===== config.mk =====
export PLATFORM = sky130hd
export DESIGN_NAME = pvc_regs
export DESIGN_NICKNAME = d
export VERILOG_FILES = /design/src/core/pvc_pkg.sv /design/src/core/pvc_rst_if.sv /design/src/core/pvc_regs.sv /design/src/core/pvc_rst_gen.sv
export SDC_FILE = /design/constraint.sdc
export NUM_CORES = 1
export LEC_CHECK = 0
export BUFFER_PORTS_ARGS = -buffer_cell sky130_fd_sc_hd__buf_2
export CAP_MARGIN = 20
export CORE_MARGIN = 5
export CORE_UTILIZATION = 45
export CTS_BUF_LIST = sky130_fd_sc_hd__clkbuf_4
export CTS_CLUSTER_SIZE = 25
export DETAILED_ROUTE_END_ITERATION = 8
export PLACE_DENSITY = 0.74
export SYNTH_ARGS = -nofsm -noshare
export SYNTH_HDL_FRONTEND = slang
export SYNTH_SLANG_ARGS = --single-unit

===== constraint.sdc =====
create_clock -name ref_clk_i -period 2.2 [get_ports ref_clk_i]
set_input_delay 0.33 -clock ref_clk_i [delete_from_list [all_inputs] [get_ports ref_clk_i]]
set_output_delay 0.33 -clock ref_clk_i [all_outputs]
set_load 0.02 [all_outputs]

===== src/core/pvc_pkg.sv =====
package pvc_pkg;
  // Register indices (PHY register numbers); byte address is index times four
  localparam logic [7:0]  PVC_IDX_CONFIG     = 8'h10;
  localparam logic [7:0]  PVC_IDX_STATUS     = 8'h11;
  localparam logic [7:0]  PVC_ADDR_CONFIG    = 8'h40;
  localparam logic [7:0]  PVC_ADDR_STATUS    = 8'h44;
  localparam int          PVC_ADDR_W         = 8;
  // Configuration field positions
  localparam int          PVC_B_CODER_BYP    = 15;
  localparam int          PVC_B_SCR_BYP      = 14;
  localparam int          PVC_B_ALIGN_BYP    = 13;
  localparam int          PVC_B_FORCE_SD     = 12;
  localparam int          PVC_B_RSV11        = 11;
  localparam int          PVC_B_TX_MODE      = 10;
  localparam int          PVC_B_RSV9         = 9;
  localparam int          PVC_B_RSV8         = 8;
  localparam int          PVC_B_FORCE_LINK   = 7;
  localparam int          PVC_B_RSV6         = 6;
  localparam int          PVC_B_RSV5         = 5;
  localparam int          PVC_B_ARPD_EN      = 4;
  localparam int          PVC_B_FSM_RST      = 3;
  localparam int          PVC_B_PREAMBLE_SUP = 2;
  localparam int          PVC_B_SLEEP        = 1;
  localparam int          PVC_B_LOOP_OUT     = 0;
  // Status field positions
  localparam int          PVC_B_RES_100FD    = 15;
  localparam int          PVC_B_RES_100HD    = 14;
  localparam int          PVC_B_RES_10FD     = 13;
  localparam int          PVC_B_RES_10HD     = 12;
  // Reset values and masks
  localparam logic [15:0] PVC_CONFIG_RST     = 16'h0414;
  localparam logic [15:0] PVC_CONFIG_WMASK   = 16'hFDFF;
  localparam logic [3:0]  PVC_RES_RST        = 4'hF;
  // Soft reset pulse length in cycles
  localparam int          PVC_FSM_RST_CYC    = 16;
  localparam logic [4:0]  PVC_FSM_RST_LAST   = 5'(PVC_FSM_RST_CYC - 1);
endpackage


===== src/core/pvc_rst_if.sv =====
interface pvc_rst_if;
  logic start;
  logic busy;
  logic done;
  modport ctl (output start, input busy, input done);
  modport gen (input start, output busy, output done);
endinterface


===== src/core/pvc_regs.sv =====
// Operation
// Config bit 15 bypasses 4B/5B encoder and 5B/4B decoder; resets to 0.
// Config bit 14 bypasses scrambler and descrambler; resets to 0.
// Config bit 13 bypasses descrambler, alignment, symbol coder and scrambler.
// Config bit 12 forces signal detect active; debug only; resets to 0.
// Config bit 10 selects 100BASE-TX operation; resets to 1.
// Software writes 0 to reserved bits 11, 8, 6 and 5.
// Config bit 7 forces good 100 Mb/s link status; resets to 0.
// Config bit 4 enables automatic reduced power-down; resets to 1.
// Writing 1 to bit 3 resets all PHY state machines, then self-clears.
// Config bit 2 turns management preamble suppression on; resets to 1.
// Writing 1 to bit 1 enters sleep, all but clocks powered down.
// Leaving sleep keeps prior configuration but resets state machines.
// Config bit 0 loops received data out to transmit; resets to 0.
// Status bit 15 shows resolved 100 Mb/s full duplex; default 1.
// Status bit 14 shows resolved 100 Mb/s half duplex; default 1.
// Status bits 15..12 show resolved mode; meaningless without auto-negotiation.
// Config bit 9 is reserved and always reads 0.
// Registers sit at management indices 16 and 17.
//
// The Wishbone interface to the registers was left to the implementer.
module pvc_regs (
  input  wire logic        ref_clk_i,                   // 200 MHz clock
  input  wire logic        sys_rst_i,                   // Async reset, high
  input  wire logic        wb_cyc_i,                    // Wishbone cycle
  input  wire logic        wb_stb_i,                    // Wishbone strobe
  input  wire logic        wb_we_i,                     // Write enable
  input  wire logic [pvc_pkg::PVC_ADDR_W-1:0] wb_adr_i, // Byte address
  input  wire logic [3:0]  wb_sel_i,                    // Byte lanes
  input  wire logic [31:0] wb_dat_i,                    // Write data
  output logic      [31:0] wb_dat_o,                    // Read data
  output logic             wb_ack_o,                    // Acknowledge
  input  wire logic        an_done_i,                   // Auto-neg result valid
  input  wire logic [3:0]  an_mode_i,                   // Resolved mode 100F,100H,10F,10H
  input  wire logic        signal_detect_i,             // Raw line signal detect
  input  wire logic        link_100_i,                  // Raw 100M link status
  output logic             coder_bypass_o,              // Bypass 4B/5B coder
  output logic             scrambler_bypass_o,          // Bypass scrambler
  output logic             symbol_align_bypass_o,       // Bypass alignment path
  output logic             signal_detect_o,             // Effective signal detect
  output logic             tx_mode_o,                   // 100BASE-TX select
  output logic             link_100_o,                  // Effective 100M link
  output logic             auto_reduced_powerdown_en_o, // Reduced power-down enable
  output logic             mgmt_preamble_suppress_o,    // Preamble suppression
  output logic             sleep_o,                     // Sleep power-down
  output logic             remote_loop_out_o,           // Remote loop-out
  output logic             fsm_soft_reset_o             // PHY state machine reset
);
  import pvc_pkg::*;

  typedef struct packed {
    logic [15:0] cfg;
    logic [3:0]  res;
    logic [31:0] rdat;
    logic        ack;
    logic        sd_m;
    logic        sd;
    logic        lk_m;
    logic        lk;
  } pvc_state_t;

  pvc_state_t s_q;
  pvc_state_t s_d;
  pvc_rst_if  rst_if ();

  logic        acc;
  logic        fsm_rst_set;
  logic        hit_cfg;
  logic        hit_sts;
  logic [15:0] wval;
  logic [15:0] sts;

  pvc_rst_gen u_rst_gen (
    .ref_clk_i (ref_clk_i),
    .sys_rst_i (sys_rst_i),
    .rst_if    (rst_if)
  );

  ////////////////////////////////////////////////////////////////////////////
  // Bus decode
  assign acc     = wb_cyc_i & wb_stb_i & ~s_q.ack;
  assign hit_cfg = (wb_adr_i == PVC_ADDR_CONFIG);
  assign hit_sts = (wb_adr_i == PVC_ADDR_STATUS);
  // Only a 1 actually written on lane 0 requests a reset; a stored 1 merged
  // in from an untouched lane must not retrigger it
  assign fsm_rst_set = acc & wb_we_i & hit_cfg & wb_sel_i[0] & wb_dat_i[PVC_B_FSM_RST];

  always_comb begin
    wval = s_q.cfg;
    if (wb_sel_i[0]) begin
      wval[7:0] = wb_dat_i[7:0];
    end
    if (wb_sel_i[1]) begin
      wval[15:8] = wb_dat_i[15:8];
    end
  end

  // Bits 11..0 of status lie outside this block and read as zero
  assign sts = {s_q.res, 12'h000};

  ////////////////////////////////////////////////////////////////////////////
  // Next state
  always_comb begin
    s_d      = s_q;
    s_d.ack  = acc;
    s_d.sd_m = signal_detect_i;
    s_d.sd   = s_q.sd_m;
    s_d.lk_m = link_100_i;
    s_d.lk   = s_q.lk_m;
    // Mode result only updates once negotiation reports done
    if (an_done_i) begin
      s_d.res = an_mode_i;
    end
    if (acc && wb_we_i && hit_cfg) begin
      // Reserved bits 11,8,6,5 are stored as written; software keeps them 0
      s_d.cfg = wval & PVC_CONFIG_WMASK;
    end
    // Bit 3 is set only by a written 1 and cleared only by completion;
    // the set wins, so a request landing on the done cycle is kept
    s_d.cfg[PVC_B_FSM_RST] = fsm_rst_set | (s_q.cfg[PVC_B_FSM_RST] & ~rst_if.done);
    s_d.rdat = 32'h0000_0000;
    if (acc && !wb_we_i) begin
      if (hit_cfg) begin
        s_d.rdat = {16'h0000, s_q.cfg};
      end else if (hit_sts) begin
        s_d.rdat = {16'h0000, sts};
      end
    end
  end

  // Start reset on a write of bit 3, or on wake from sleep
  always_comb begin
    rst_if.start = 1'b0;
    if (acc && wb_we_i && hit_cfg) begin
      if (fsm_rst_set) begin
        rst_if.start = 1'b1;
      end
      if (s_q.cfg[PVC_B_SLEEP] && !wval[PVC_B_SLEEP]) begin
        rst_if.start = 1'b1;
      end
    end
  end

  always_ff @(posedge ref_clk_i or posedge sys_rst_i) begin
    if (sys_rst_i) begin
      s_q      <= '0;
      s_q.cfg  <= PVC_CONFIG_RST;
      s_q.res  <= PVC_RES_RST;
    end else begin
      s_q <= s_d;
    end
  end

  ////////////////////////////////////////////////////////////////////////////
  // Outputs
  assign wb_ack_o                    = s_q.ack;
  assign wb_dat_o                    = s_q.rdat;
  assign coder_bypass_o              = s_q.cfg[PVC_B_CODER_BYP];
  assign scrambler_bypass_o          = s_q.cfg[PVC_B_SCR_BYP];
  assign symbol_align_bypass_o       = s_q.cfg[PVC_B_ALIGN_BYP];
  assign signal_detect_o             = s_q.cfg[PVC_B_FORCE_SD] | s_q.sd;
  assign tx_mode_o                   = s_q.cfg[PVC_B_TX_MODE];
  assign link_100_o                  = s_q.cfg[PVC_B_FORCE_LINK] | s_q.lk;
  assign auto_reduced_powerdown_en_o = s_q.cfg[PVC_B_ARPD_EN];
  assign mgmt_preamble_suppress_o    = s_q.cfg[PVC_B_PREAMBLE_SUP];
  // Configuration is never cleared by sleep, so it is intact on wake
  assign sleep_o                     = s_q.cfg[PVC_B_SLEEP];
  assign remote_loop_out_o           = s_q.cfg[PVC_B_LOOP_OUT];
  assign fsm_soft_reset_o            = rst_if.busy;
endmodule


===== src/core/pvc_rst_gen.sv =====
module pvc_rst_gen (
  input  wire logic ref_clk_i,  // Clock
  input  wire logic sys_rst_i,  // Async reset
  pvc_rst_if.gen    rst_if      // Start / busy / done
);
  import pvc_pkg::*;

  typedef enum logic [0:0] {
    PVC_RG_IDLE = 1'b0,
    PVC_RG_RUN  = 1'b1
  } pvc_rg_state_t;

  typedef struct packed {
    pvc_rg_state_t st;
    logic [4:0]    cnt;
    logic          done;
  } pvc_rg_t;

  pvc_rg_t s_q;
  pvc_rg_t s_d;

  always_comb begin
    s_d      = s_q;
    s_d.done = 1'b0;
    case (s_q.st)
      PVC_RG_IDLE: begin
        if (rst_if.start) begin
          s_d.st  = PVC_RG_RUN;
          s_d.cnt = 5'h0;
        end
      end
      PVC_RG_RUN: begin
        if (rst_if.start) begin
          // A request while busy restarts the full pulse rather than being lost
          s_d.cnt = 5'h0;
        end else if (s_q.cnt == PVC_FSM_RST_LAST) begin
          s_d.st   = PVC_RG_IDLE;
          s_d.done = 1'b1;
        end else begin
          s_d.cnt = s_q.cnt + 5'h1;
        end
      end
      default: s_d.st = PVC_RG_IDLE;
    endcase
  end

  always_ff @(posedge ref_clk_i or posedge sys_rst_i) begin
    if (sys_rst_i) begin
      s_q <= '0;
    end else begin
      s_q <= s_d;
    end
  end

  assign rst_if.busy = (s_q.st == PVC_RG_RUN);
  assign rst_if.done = s_q.done;
endmodule


Word-level counts from Yosys, hierarchy flattened --
Index checks and enable logic that the tools add are counted. W data, S select, Z words.
Storage, ports and cells: register bits after elaboration 63, latch bits 0, RAM bits 0, ROM bits 0, bits of input ports 56, output and inout port bits 44, memories 0
Operators by class: add/sub/neg operators 1, $mul 0, divide/modulo/power cells 0, magnitude comparators 0, equal/unequal tests 5, shifts and indexed selects 0, multiplexer cells 16, bitwise operators 13, reduce and logical (&&, ||, !) cells 9
Operators with widths (count):
- $mux W16 | 3
- $eq A8 B7 Y1 const B | 2
- $pmux W6 S2 | 1
- $mux W5 | 2
- $mux W1 | 8
- $and A1 B1 Y1 | 7
- $mux W6 | 1
- $reduce_and A2 Y1 | 3
- $add A5 B1 Y5 const B | 1
- $eq A5 B4 Y1 const B | 1
- $logic_and A1 B1 Y1 | 4
- $ne A3 B3 Y1 const B | 1
- $not A1 Y1 | 3
- $or A1 B1 Y1 | 3
- $logic_not A1 Y1 | 2
- $mux W2 | 1
- $ne A2 B2 Y1 const B | 1

Logic depth before layout (Yosys ltp) --
Gate-level depths: netlist of the first run.
depth after elaboration 11, depth in mapped cells 7

Modules after synthesis --
A second synthesis of the first run with hierarchy kept.
Unflattened totals: cell total of the unflattened synthesis 162, area, all modules 2120.8 um2
Modules (own cells, without submodules):
- pvc_regs | times used 1, cells an instance 132, area each 1761.7 um2, seq. area each 984.7 um2
- pvc_rst_gen | times used 1, cells an instance 30, area each 359.1 um2, seq. area each 175.2 um2

Worst setup path after synthesis of the first run --
OpenSTA, ideal clock, no wires.
path type reg2reg, start reg u_rst_gen.s_q[1] in the netlist's numbering, end reg u_rst_gen.s_q[4] in the netlist's numbering, arrival time 1.712 ns, data required time 2.113 ns, slack 0.401 ns, stages on the path, launching flop included 8, buffers on the path 1, period minus slack after synthesis 1.799 ns, cells stage by stage dfrtp_1 -> ha_1 -> and3_1 -> ha_1 -> nand2b_1 -> clkbuf_1 -> or3_1 -> a22oi_1
On the way: longest elaborated chain between the ends 4, elaborated cells on any way between the ends 7, those cells by class add/sub (1); eq/ne (2); mux (3); reduce/logical (1)
RTL lines:
- from (decl) | line pvc_rst_gen.sv:19 | pvc_rg_t s_q;
- from (signal assigned) | line pvc_rst_gen.sv:49 | s_q <= '0;
- from (signal assigned) | line pvc_rst_gen.sv:51 | s_q <= s_d;
- $add A5 B1 Y5 | line pvc_rst_gen.sv:40 | s_d.cnt = s_q.cnt + 5'h1;
- $mux W5 | line pvc_rst_gen.sv:36 | end else if (s_q.cnt == PVC_FSM_RST_LAST) begin
- $mux W5 | line pvc_rst_gen.sv:33 | if (rst_if.start) begin
- $pmux W6 S2 | line pvc_rst_gen.sv:25 | case (s_q.st)
Parallel ways exist; a longest one is shown, timed or not. The select of a mux whose other input is x is not followed. A chain may end at the register's enable or synchronous reset.

Worst setup path in the final report of the first run --
Same ends and word-level chain as after synthesis.

==> results.py, run 1 <==
metrics = {
    "synth": {
        "synthMuxAreaShare_pct": 13.2,
        "synth_compound_area_share_pct": 3.06,
        "synth_fa_ha_area_share_pct": 1.20,
        "yosys.area_share.simple_pct": 11.8,
        "yosysWarningCount": 0,
        "ys_seq_elements": 46,
        "netlist_instances": 160,
        "synth_top_family_by_area": "buffers and inverters",
        "synth_area_per_cell_um2": 13.0,
        "ys_types": 34,
        "ys_seq_area_share_pct": 55.6,
        "synth_xor_area_share_pct": 0.839,
        "syn-cell-area_mm2": 0.00209,
    },
    "layout": {
        "diodes": 0,
        "fillers": 395,
        "regArea_mm2": 0.00116,
        "nets": 271,
        "final_common_cell": "buf_2",
        "area_delta_synth_final_pct": 14.1,
        "drive_gt1_share_pct": 50.5,
        "multi_input_area_um2": 691,
        "final_cell_mix": "buf_2 (63), dfrtp_1 (39), conb_1 (17), mux2_2 (16), nor3b_1 (10)",
    },
    "timing": {
        "finalHoldViolCount": 0,
        "setup_tns_ns": 0,
        "fin_skew_ns": 0.00642,
        "fin_crit_sh_pct": 86.0,
        "slew_viol_final": 0,
        "setup_viol": 0,
        "timing.fmax_mhz": 528,
        "rsz0062_at_grt": "no",
        "period_needed_ns": 1.89,
    },
    "setup_path": {
        "path_delay_family": "simple AND/OR/NAND/NOR gates",
        "cp_max_fo": 6,
        "reg2reg_from": "u_rst_gen.s_q[1]$_DFFE_PP0P_",
        "cp.required_ns": 2.47,
        "worstRegToRegCells": 6,
        "critical-path-max-stage-delay_ns": 0.43,
        "crit_type": "flop to flop",
        "critPathBufInv": 0,
        "worstSetupStartpoint": "u_rst_gen.s_q[1]$_DFFE_PP0P_",
        "cpMostUsedCell": "ha_1",
        "endpoint_kind": "flop",
        "crit_chain": "ha_1 > and3_1 > ha_1 > nand2b_1 > or3_1 > a22oi_1",
        "r2r_slack_ns": 0.31,
        "rr_endpoint": "u_rst_gen.s_q[4]$_DFFE_PP0P_",
        "cp-start-kind": "flop",
        "cp_data_arrival_time_ns": 2.17,
        "crit_path_top_delay_cell": "dfrtp_1",
    },
    "clock_network": {
        "htreeDepth": 2,
        "cts_max_path_buffers": 2,
        "clock-sinks": 46,
        "cts_setup_buffers": 0,
        "cts_tree": "done",
        "cts.clk_slew.worst_paths_ns": 0.13,
        "clockRootBuffer": "clkbuf_4",
        "insertion_delay_ns": 0.35,
        "numCtsBuffers": 5,
        "cts_resized": 0,
    },
    "floorplanning": {
        "io_pins": 100,
        "initial_core_util_pct": 47.3,
        "num_rows": 24,
        "die_x_um": 78.1,
        "die-area_mm2": 0.00610,
        "core_mm2": 0.00441,
        "die_h_um": 78.1,
    },
    "routing": {
        "drc": 0,
        "drt-vias-per-instance": 4.74,
        "finalWirelength_mm": 3.87,
        "dr.pass1.iters": 4,
        "vias": 1261,
        "ant_nets": 0,
        "dr.first_iter.drc_count": 27,
        "avgRoutedWirePerCell_um": 14.5,
    },
    "global_routing": {
        "gr-usage-met1_pct": 15.9,
        "antenna_found_initial": 0,
        "grt_first_pass_wirelength_mm": 6.46,
        "grt.met2_usage_pct": 22.4,
        "use_met3_pct": 4.00,
        "grt_usage_pct": 13.5,
        "grt_busiest_layer": "met2",
        "grt_max_degree": 25,
        "overflow": 0,
        "grt_pass1_vias": 1314,
    },
    "worst_hold_path": {
        "min_path_cells": 1,
        "worstHoldEndpoint": "s_d[0]$_DFF_PP0_",
        "worstHoldStart": "link_100_i",
        "min_path_type": "input port to flop",
    },
    "placed_design": {
        "dp.final_hpwl_mm": 2.94,
        "gp_congestion": 0.737,
        "port_buffers": 63,
    },
    "power_and_ir_drop": {
        "switching_share_pct": 26.5,
        "power_density_mw_per_mm2": 741,
        "p_leak_nw": 1.30,
        "clkPwrFrac_pct": 29.2,
        "power.net_switching_uw": 467,
        "ir_worst_vdd_v": 0.000346,
        "p_int_mw": 1.30,
        "total_power_mw": 1.76,
        "seqPwrFrac_pct": 54.7,
        "comb_power_share_pct": 16.0,
    },
    "run": {
        "max_cap_violations": 0,
    },
    "status": {
        "status": "finished clean",
    },
}
cell usage after synthesis:
| master | number | area [µm²] |
|---|---|---|
| nor3b_1 | 10 | 75.1 |
| dfrtp_1 | 39 | 976 |
| buf_6 | 2 | 22.5 |
| nor2_1 | 4 | 15.0 |
| ha_1 | 2 | 25.0 |
| nand3b_1 | 1 | 7.51 |
| and3_1 | 1 | 6.26 |
| dfstp_2 | 7 | 184 |
| o2bb2ai_1 | 1 | 8.76 |
| nand4b_2 | 1 | 15.0 |
| nand3_1 | 1 | 5.00 |
| mux2i_1 | 5 | 50.1 |
| mux2_4 | 3 | 45.0 |
| clkbuf_1 | 3 | 11.3 |
| nand2_1 | 1 | 3.75 |
| xor2_1 | 2 | 17.5 |
| mux2_2 | 16 | 180 |
| nand2b_1 | 1 | 6.26 |
| a21oi_1 | 6 | 30.0 |
| nor4b_4 | 1 | 23.8 |
| nor3_1 | 1 | 5.00 |
| or2_2 | 2 | 12.5 |
| and4_1 | 1 | 8.76 |
| and3b_1 | 3 | 26.3 |
| nand4_2 | 1 | 12.5 |
| or3_1 | 1 | 6.26 |
| inv_1 | 4 | 15.0 |
| nor3_2 | 1 | 10.0 |
| a21o_1 | 1 | 7.51 |
| conb_1 | 1 | 3.75 |
| nand4_1 | 1 | 6.26 |
| o21ai_0 | 2 | 10.0 |
| a22oi_1 | 1 | 7.51 |
| buf_4 | 33 | 248 |
power groups by stage:
stage	Combinational [mW]	Clock, mW	Sequential (mW)
2_1_floorplan	0.219	0	0.980
4_1_cts	0.288	0.536	0.966
5_1_grt	0.319	0.580	0.976
3_3_place_gp	0.271	0	0.978
3_5_place_dp	0.285	0	0.980
6_report	0.282	0.516	0.965
how the worst max path moves through the flow:
stage / to / cells past startpoint / slack (ns)
floorplan: u_rst_gen.s_q[4]$_DFFE_PP0P_ / 7 / 0.40
global placement: u_rst_gen.s_q[4]$_DFFE_PP0P_ / 6 / 0.37
detailed placement: u_rst_gen.s_q[4]$_DFFE_PP0P_ / 6 / 0.34
CTS: u_rst_gen.s_q[4]$_DFFE_PP0P_ / 6 / 0.31
global route: u_rst_gen.s_q[4]$_DFFE_PP0P_ / 6 / 0.20
finish: u_rst_gen.s_q[4]$_DFFE_PP0P_ / 6 / 0.31
registers in the layout, summed over array words and instances (netlist names):
register,count
u_rst_gen.rst_if.done,1
remote_loop_out_o,1
u_rst_gen.rst_if.busy,1
symbol_align_bypass_o,1
scrambler_bypass_o,1
s_q,13
s_d,2
wb_dat_o,15
mgmt_preamble_suppress_o,1
u_rst_gen.s_q,5
wb_ack_o,1
auto_reduced_powerdown_en_o,1
tx_mode_o,1
sleep_o,1
coder_bypass_o,1
per-layer routing:
layer  up-vias  share of wire, %
met5         -                 0
met1       605                41
met2        47                50
met4         0               1.7
met3         6               7.5
li1        603                 -
logic make-up after synthesis:
| kind of cell | after synthesis |
|---|---|
| flops | 46 |
| simple gates | 32 |
| buf+inv | 42 |
| fa+ha+maj | 2 |
| xor+xnor | 2 |
| compound gates | 11 |
| other cells | 1 |
| mux | 24 |
what timing repair did:
action | CTS | global route
hold endpoints to repair | 17 | 0
endpoints found under the setup margin | 0 | 0
hold buffers | 1 | 0
final cells by class:
class	instances	area share (%)
Clock inverter	2	1.58
Timing Repair Buffer	68	15.4
Clock buffer	6	1.89
Sequential cell	46	48.7
Inverter	4	0.631
Tap cell	52	2.73
Multi-Input combinational cell	88	29.0
stage by stage:
stage / hold WS [ns] / util, % / std cells / setup WS [ns] / area, µm²
6_report: 0.0734 / 53.9 / 266 / 0.308 / 2380
5_1_grt: 0.0238 / 53.9 / 266 / 0.203 / 2380
3_5_place_dp: 0.338 / 51.8 / 257 / 0.337 / 2290
4_1_cts: 0.0557 / 53.9 / 266 / 0.309 / 2380
3_3_place_gp: 0.334 / 51.8 / 257 / 0.369 / 2290
2_1_floorplan: 0.331 / - / 176 / 0.401 / 2150
(Power assumes the default switching activity.)
==> run 2, diff against run 1 <==
--- a/config.mk
+++ b/config.mk
@@ -9,7 +9,6 @@
 export CAP_MARGIN = 20
 export CORE_MARGIN = 5
 export CORE_UTILIZATION = 45
-export CTS_BUF_LIST = sky130_fd_sc_hd__clkbuf_4
 export CTS_CLUSTER_SIZE = 25
 export DETAILED_ROUTE_END_ITERATION = 8
 export PLACE_DENSITY = 0.74
==> results.py, run 2 (synthesis results as in run 1) <==
metrics = {
    "status": {
        "status": "finished clean",
    },
    "routing": {
        "vias": 1259,
        "finalWirelength_mm": 3.85,
        "ant_nets": 0,
        "avgRoutedWirePerCell_um": 14.5,
        "drt-vias-per-instance": 4.75,
        "dr.first_iter.drc_count": 31,
        "dr.pass1.iters": 4,
        "drc": 0,
    },
    "clock_network": {
        "ctsHoldBuffers": 0,
        "cts_max_path_buffers": 2,
        "clock-sinks": 46,
        "htreeDepth": 2,
        "clockRootBuffer": "clkbuf_8",
        "numCtsBuffers": 5,
        "insertion_delay_ns": 0.29,
        "cts_setup_buffers": 0,
        "cts_tree": "done",
        "cts_resized": 0,
        "cts.clk_slew.worst_paths_ns": 0.08,
    },
    "global_routing": {
        "grt_first_pass_wirelength_mm": 6.39,
        "grt_pass1_vias": 1296,
        "grt_usage_pct": 13.2,
        "overflow": 0,
        "grt_max_degree": 25,
        "antenna_found_initial": 0,
    },
    "timing": {
        "fin_crit_sh_pct": 85.2,
        "finalHoldViolCount": 0,
        "slew_viol_final": 0,
        "rsz0062_at_grt": "no",
        "period_needed_ns": 1.88,
        "fin_ws_ns": 0.325,
        "setup_viol": 0,
        "timing.fmax_mhz": 533,
        "setup_tns_ns": 0,
        "fin_skew_ns": 0.00409,
    },
    "layout": {
        "area_delta_synth_final_pct": 14.9,
        "diodes": 0,
        "final_cell_mix": "buf_2 (63), dfrtp_1 (39), conb_1 (17), mux2_2 (16), nor3b_1 (10)",
        "fin_util_pct": 54.3,
        "final_common_cell": "buf_2",
        "fin_cells": 265,
        "nets": 270,
        "fillers": 400,
        "drive_gt1_share_pct": 50.2,
        "largest_register_ffs": 15,
        "final_area_mm2": 0.00240,
    },
    "placed_design": {
        "gp_congestion": 0.737,
        "dp.final_hpwl_mm": 2.94,
        "port_buffers": 63,
        "placed_cells": 257,
        "pre_cts_ws_ns": 0.337,
        "place_area_mm2": 0.00229,
    },
    "floorplanning": {
        "initial_core_util_pct": 47.3,
        "die_h_um": 78.1,
        "die-area_mm2": 0.00610,
        "die_x_um": 78.1,
        "core_mm2": 0.00441,
        "io_pins": 100,
        "num_rows": 24,
    },
    "power_and_ir_drop": {
        "power_density_mw_per_mm2": 773,
        "switching_share_pct": 25.4,
        "power.net_switching_uw": 471,
        "p_int_mw": 1.38,
        "seqPwrFrac_pct": 52.0,
        "clkPwrFrac_pct": 32.8,
        "ir_worst_vdd_v": 0.000338,
        "p_leak_nw": 1.30,
        "comb_power_share_pct": 15.3,
    },
    "setup_path": {
        "r2r_slack_ns": 0.32,
        "cp.required_ns": 2.41,
        "cpMostUsedCell": "ha_1",
        "cp-start-kind": "flop",
        "cp_max_fo": 6,
        "critPathBufInv": 0,
        "crit_chain": "ha_1 > and3_1 > ha_1 > nand2b_1 > or3_1 > a22oi_1",
        "crit_path_top_delay_cell": "dfrtp_1",
        "critical-path-max-stage-delay_ns": 0.41,
        "endpoint_kind": "flop",
        "cp_data_arrival_time_ns": 2.08,
        "path_delay_family": "simple AND/OR/NAND/NOR gates",
        "crit_type": "flop to flop",
    },
    "worst_hold_path": {
        "min_path_type": "input port to asynchronous set/reset pin",
    },
    "run": {
        "max_cap_violations": 0,
    },
}
==> run 2: changes by cell type in the layout (fill, tap and decap cells not counted), sizes merged <==
cell	change
dlygate4sd3	-1
==> run 2: layout make-up <==
type	count	area (µm²)	area share, %
clock buffer	6	72.6	3.03
clock inverter	2	37.5	1.56
inverter	4	15.0	0.626
multi-input combinational	88	691	28.8
sequential	46	1160	48.4
tap	52	65.1	2.71
timing repair buffer	67	358	14.9
==> run 2: per-layer routing <==
layer	part of all wire (%)	vias to the layer above	GRT usage, %
met2	50	42	22.4
li1	-	601	-
met3	6.8	7	3.66
met4	2.0	0	5.07
met5	0	-	0
met1	41	609	16.0
==> run 2: power groups by stage <==
stage	Sequential, mW	Clock, mW	Combinational (mW)
2_1_floorplan	0.980	0	0.219
3_3_place_gp	0.978	0	0.271
3_5_place_dp	0.980	0	0.285
4_1_cts	0.965	0.634	0.287
5_1_grt	0.973	0.674	0.317
6_report	0.964	0.607	0.283
==> run 2: path summary, 6_finish.rpt <==
check                                                   from                                 endpoint  depth (start not counted)
worst max-delay path            u_rst_gen.s_q[1]$_DFFE_PP0P_             u_rst_gen.s_q[4]$_DFFE_PP0P_                          6
worst min-delay path                               sys_rst_i                         s_d[0]$_DFF_PP0_                          2
worst max register to register  u_rst_gen.s_q[1]$_DFFE_PP0P_             u_rst_gen.s_q[4]$_DFFE_PP0P_                          6
worst min register to register              s_d[0]$_DFF_PP0_                         s_q[0]$_DFF_PP0_                          0
max in group asynchronous                          sys_rst_i  auto_reduced_powerdown_en_o$_DFFE_PP1N_                          3
min in group ref_clk_i                            link_100_i                         s_d[0]$_DFF_PP0_                          1
==> run 2: stage by stage <==
| step | power (mW) | hold slack [ns] |
|---|---|---|
| after floorplan | 1.20 | 0.331 |
| after global placement | 1.25 | 0.334 |
| after detailed placement | 1.27 | 0.338 |
| after CTS | 1.89 | 0.0603 |
| after global routing | 1.96 | 0.0771 |
| final | 1.85 | 0.0557 |
==> run 3, diff against run 2 <==
==> constraint.sdc (replaced) <==
create_clock -name ref_clk_i -period 2.2 [get_ports ref_clk_i]
set_input_delay 0.55 -clock ref_clk_i [delete_from_list [all_inputs] [get_ports ref_clk_i]]
set_output_delay 0.55 -clock ref_clk_i [all_outputs]
set_load 0.005 [all_outputs]
==> results.py, run 3 (synthesis results as in run 1) <==
metrics = {
    "layout": {
        "nets": 271,
        "final_area_mm2": 0.00239,
        "fin_util_pct": 54.2,
        "final_common_cell": "buf_2",
        "final_cell_mix": "buf_2 (63), dfrtp_1 (39), conb_1 (17), mux2_2 (16), nor3b_1 (10)",
        "diodes": 0,
        "area_delta_synth_final_pct": 14.6,
        "largest_register_ffs": 15,
        "fillers": 390,
        "drive_gt1_share_pct": 50.9,
    },
    "global_routing": {
        "grt_max_degree": 25,
        "grt_pass1_vias": 1375,
        "use_met3_pct": 3.55,
        "grt_usage_pct": 13.3,
        "gr-usage-met1_pct": 15.4,
        "antenna_found_initial": 0,
        "grt_busiest_layer": "met2",
        "grt.met2_usage_pct": 22.8,
        "overflow": 0,
        "grt_first_pass_wirelength_mm": 6.42,
    },
    "timing": {
        "period_needed_ns": 1.87,
        "worst_slew_pin_slew_ns": 0.500,
        "setup_tns_ns": 0,
        "setup_viol": 0,
        "fin_crit_sh_pct": 85.0,
        "slew_viol_final": 0,
        "rsz0062_at_grt": "no",
        "relSlewSlack_pct": 66.6,
        "fin_skew_ns": 0.00449,
        "whs_ns": 0.276,
        "timing.fmax_mhz": 535,
        "finalHoldViolCount": 0,
    },
    "clock_network": {
        "cts_setup_buffers": 0,
        "cts.clk_slew.worst_paths_ns": 0.09,
        "numCtsBuffers": 5,
        "cts_max_path_buffers": 2,
        "ctsHoldBuffers": 0,
        "clock-sinks": 46,
        "insertion_delay_ns": 0.29,
        "cts_resized": 0,
        "htreeDepth": 2,
        "clockRootBuffer": "clkbuf_8",
        "cts_tree": "done",
    },
    "floorplanning": {
        "core_mm2": 0.00441,
        "io_pins": 100,
        "die_x_um": 78.1,
        "die-area_mm2": 0.00610,
        "die_h_um": 78.1,
        "initial_core_util_pct": 47.3,
        "num_rows": 24,
    },
    "setup_path": {
        "cp.required_ns": 2.42,
        "cp_data_arrival_time_ns": 2.09,
        "cp_max_fo": 6,
        "endpoint_kind": "flop",
        "crit_type": "flop to flop",
        "cp-start-kind": "flop",
    },
    "placed_design": {
        "place_area_mm2": 0.00230,
        "dp.final_hpwl_mm": 3.03,
        "gp_congestion": 0.714,
        "port_buffers": 63,
    },
    "routing": {
        "drt-vias-per-instance": 4.78,
        "drc": 0,
        "vias": 1271,
        "dr.first_iter.drc_count": 40,
        "ant_nets": 0,
        "finalWirelength_mm": 3.89,
        "avgRoutedWirePerCell_um": 14.6,
        "dr.pass1.iters": 2,
    },
    "power_and_ir_drop": {
        "p_leak_nw": 1.30,
        "ir_worst_vdd_v": 0.000341,
        "power_density_mw_per_mm2": 732,
    },
    "worst_hold_path": {
        "min_path_type": "input port to asynchronous set/reset pin",
    },
    "status": {
        "status": "finished clean",
    },
    "run": {
        "max_cap_violations": 0,
    },
}
[run 3: cell types whose count changed in the layout (fill, tap and decap cells not counted)]
cell,change
bufinv_16,-1
clkbuf_1,-1
clkbuf_8,+1
clkinv_2,+1
buf_4,+1
[run 3: layer usage]
| layer | vias up | routed length, µm |
|---|---|---|
| li1 | 604 | - |
| met1 | 618 | 1580 |
| met2 | 42 | 1990 |
| met3 | 7 | 241 |
| met4 | 0 | 80 |
| met5 | - | 0 |
[run 3: area by class of cell]
| cell class | instances | area, µm² | share of cell area [%] |
|---|---|---|---|
| Timing Repair Buffer | 68 | 365 | 15.3 |
| Inverter | 4 | 15.0 | 0.628 |
| Tap cell | 52 | 65.1 | 2.72 |
| Sequential cell | 46 | 1160 | 48.5 |
| Clock buffer | 6 | 82.6 | 3.45 |
| Clock inverter | 2 | 12.5 | 0.523 |
| Multi-Input combinational cell | 88 | 691 | 28.9 |
[run 3: worst paths after layout]
| path | from | to | slack [ns] | cells after the start |
|---|---|---|---|---|
| worst min-delay path | sys_rst_i | s_d[0]$_DFF_PP0_ | 0.28 | 2 |
| worst max register to register | u_rst_gen.s_q[1]$_DFFE_PP0P_ | u_rst_gen.s_q[4]$_DFFE_PP0P_ | 0.33 | 6 |
| min in group ref_clk_i | s_d[2]$_DFF_PP0_ | s_q[2]$_DFF_PP0_ | 0.36 | 0 |
| worst min register to register | s_d[2]$_DFF_PP0_ | s_q[2]$_DFF_PP0_ | 0.36 | 0 |
| worst max-delay path | u_rst_gen.s_q[1]$_DFFE_PP0P_ | u_rst_gen.s_q[4]$_DFFE_PP0P_ | 0.33 | 6 |
| max in group asynchronous | sys_rst_i | auto_reduced_powerdown_en_o$_DFFE_PP1N_ | 1.34 | 3 |
[run 3: stage by stage]
step | setup slack (ns) | total power [mW] | cells
6_report | 0.330 | 1.75 | 266
2_1_floorplan | 0.407 | 1.17 | 176
3_3_place_gp | 0.302 | 1.22 | 258
4_1_cts | 0.317 | 1.77 | 266
3_5_place_dp | 0.267 | 1.24 | 258
5_1_grt | 0.232 | 1.85 | 266
[run 3: worst max-delay path: stages, from the launching register on]
cell,delay (ns)
dfrtp_1,0.42
ha_1,0.22
and3_1,0.18
ha_1,0.19
nand2b_1,0.26
or3_1,0.39
a22oi_1,0.15
[run 3: where the power goes]
group,internal (mW),switching (mW)
Combinational,0.125,0.129
Sequential,0.920,0.0451
Clock,0.253,0.279
Total,1.30,0.454
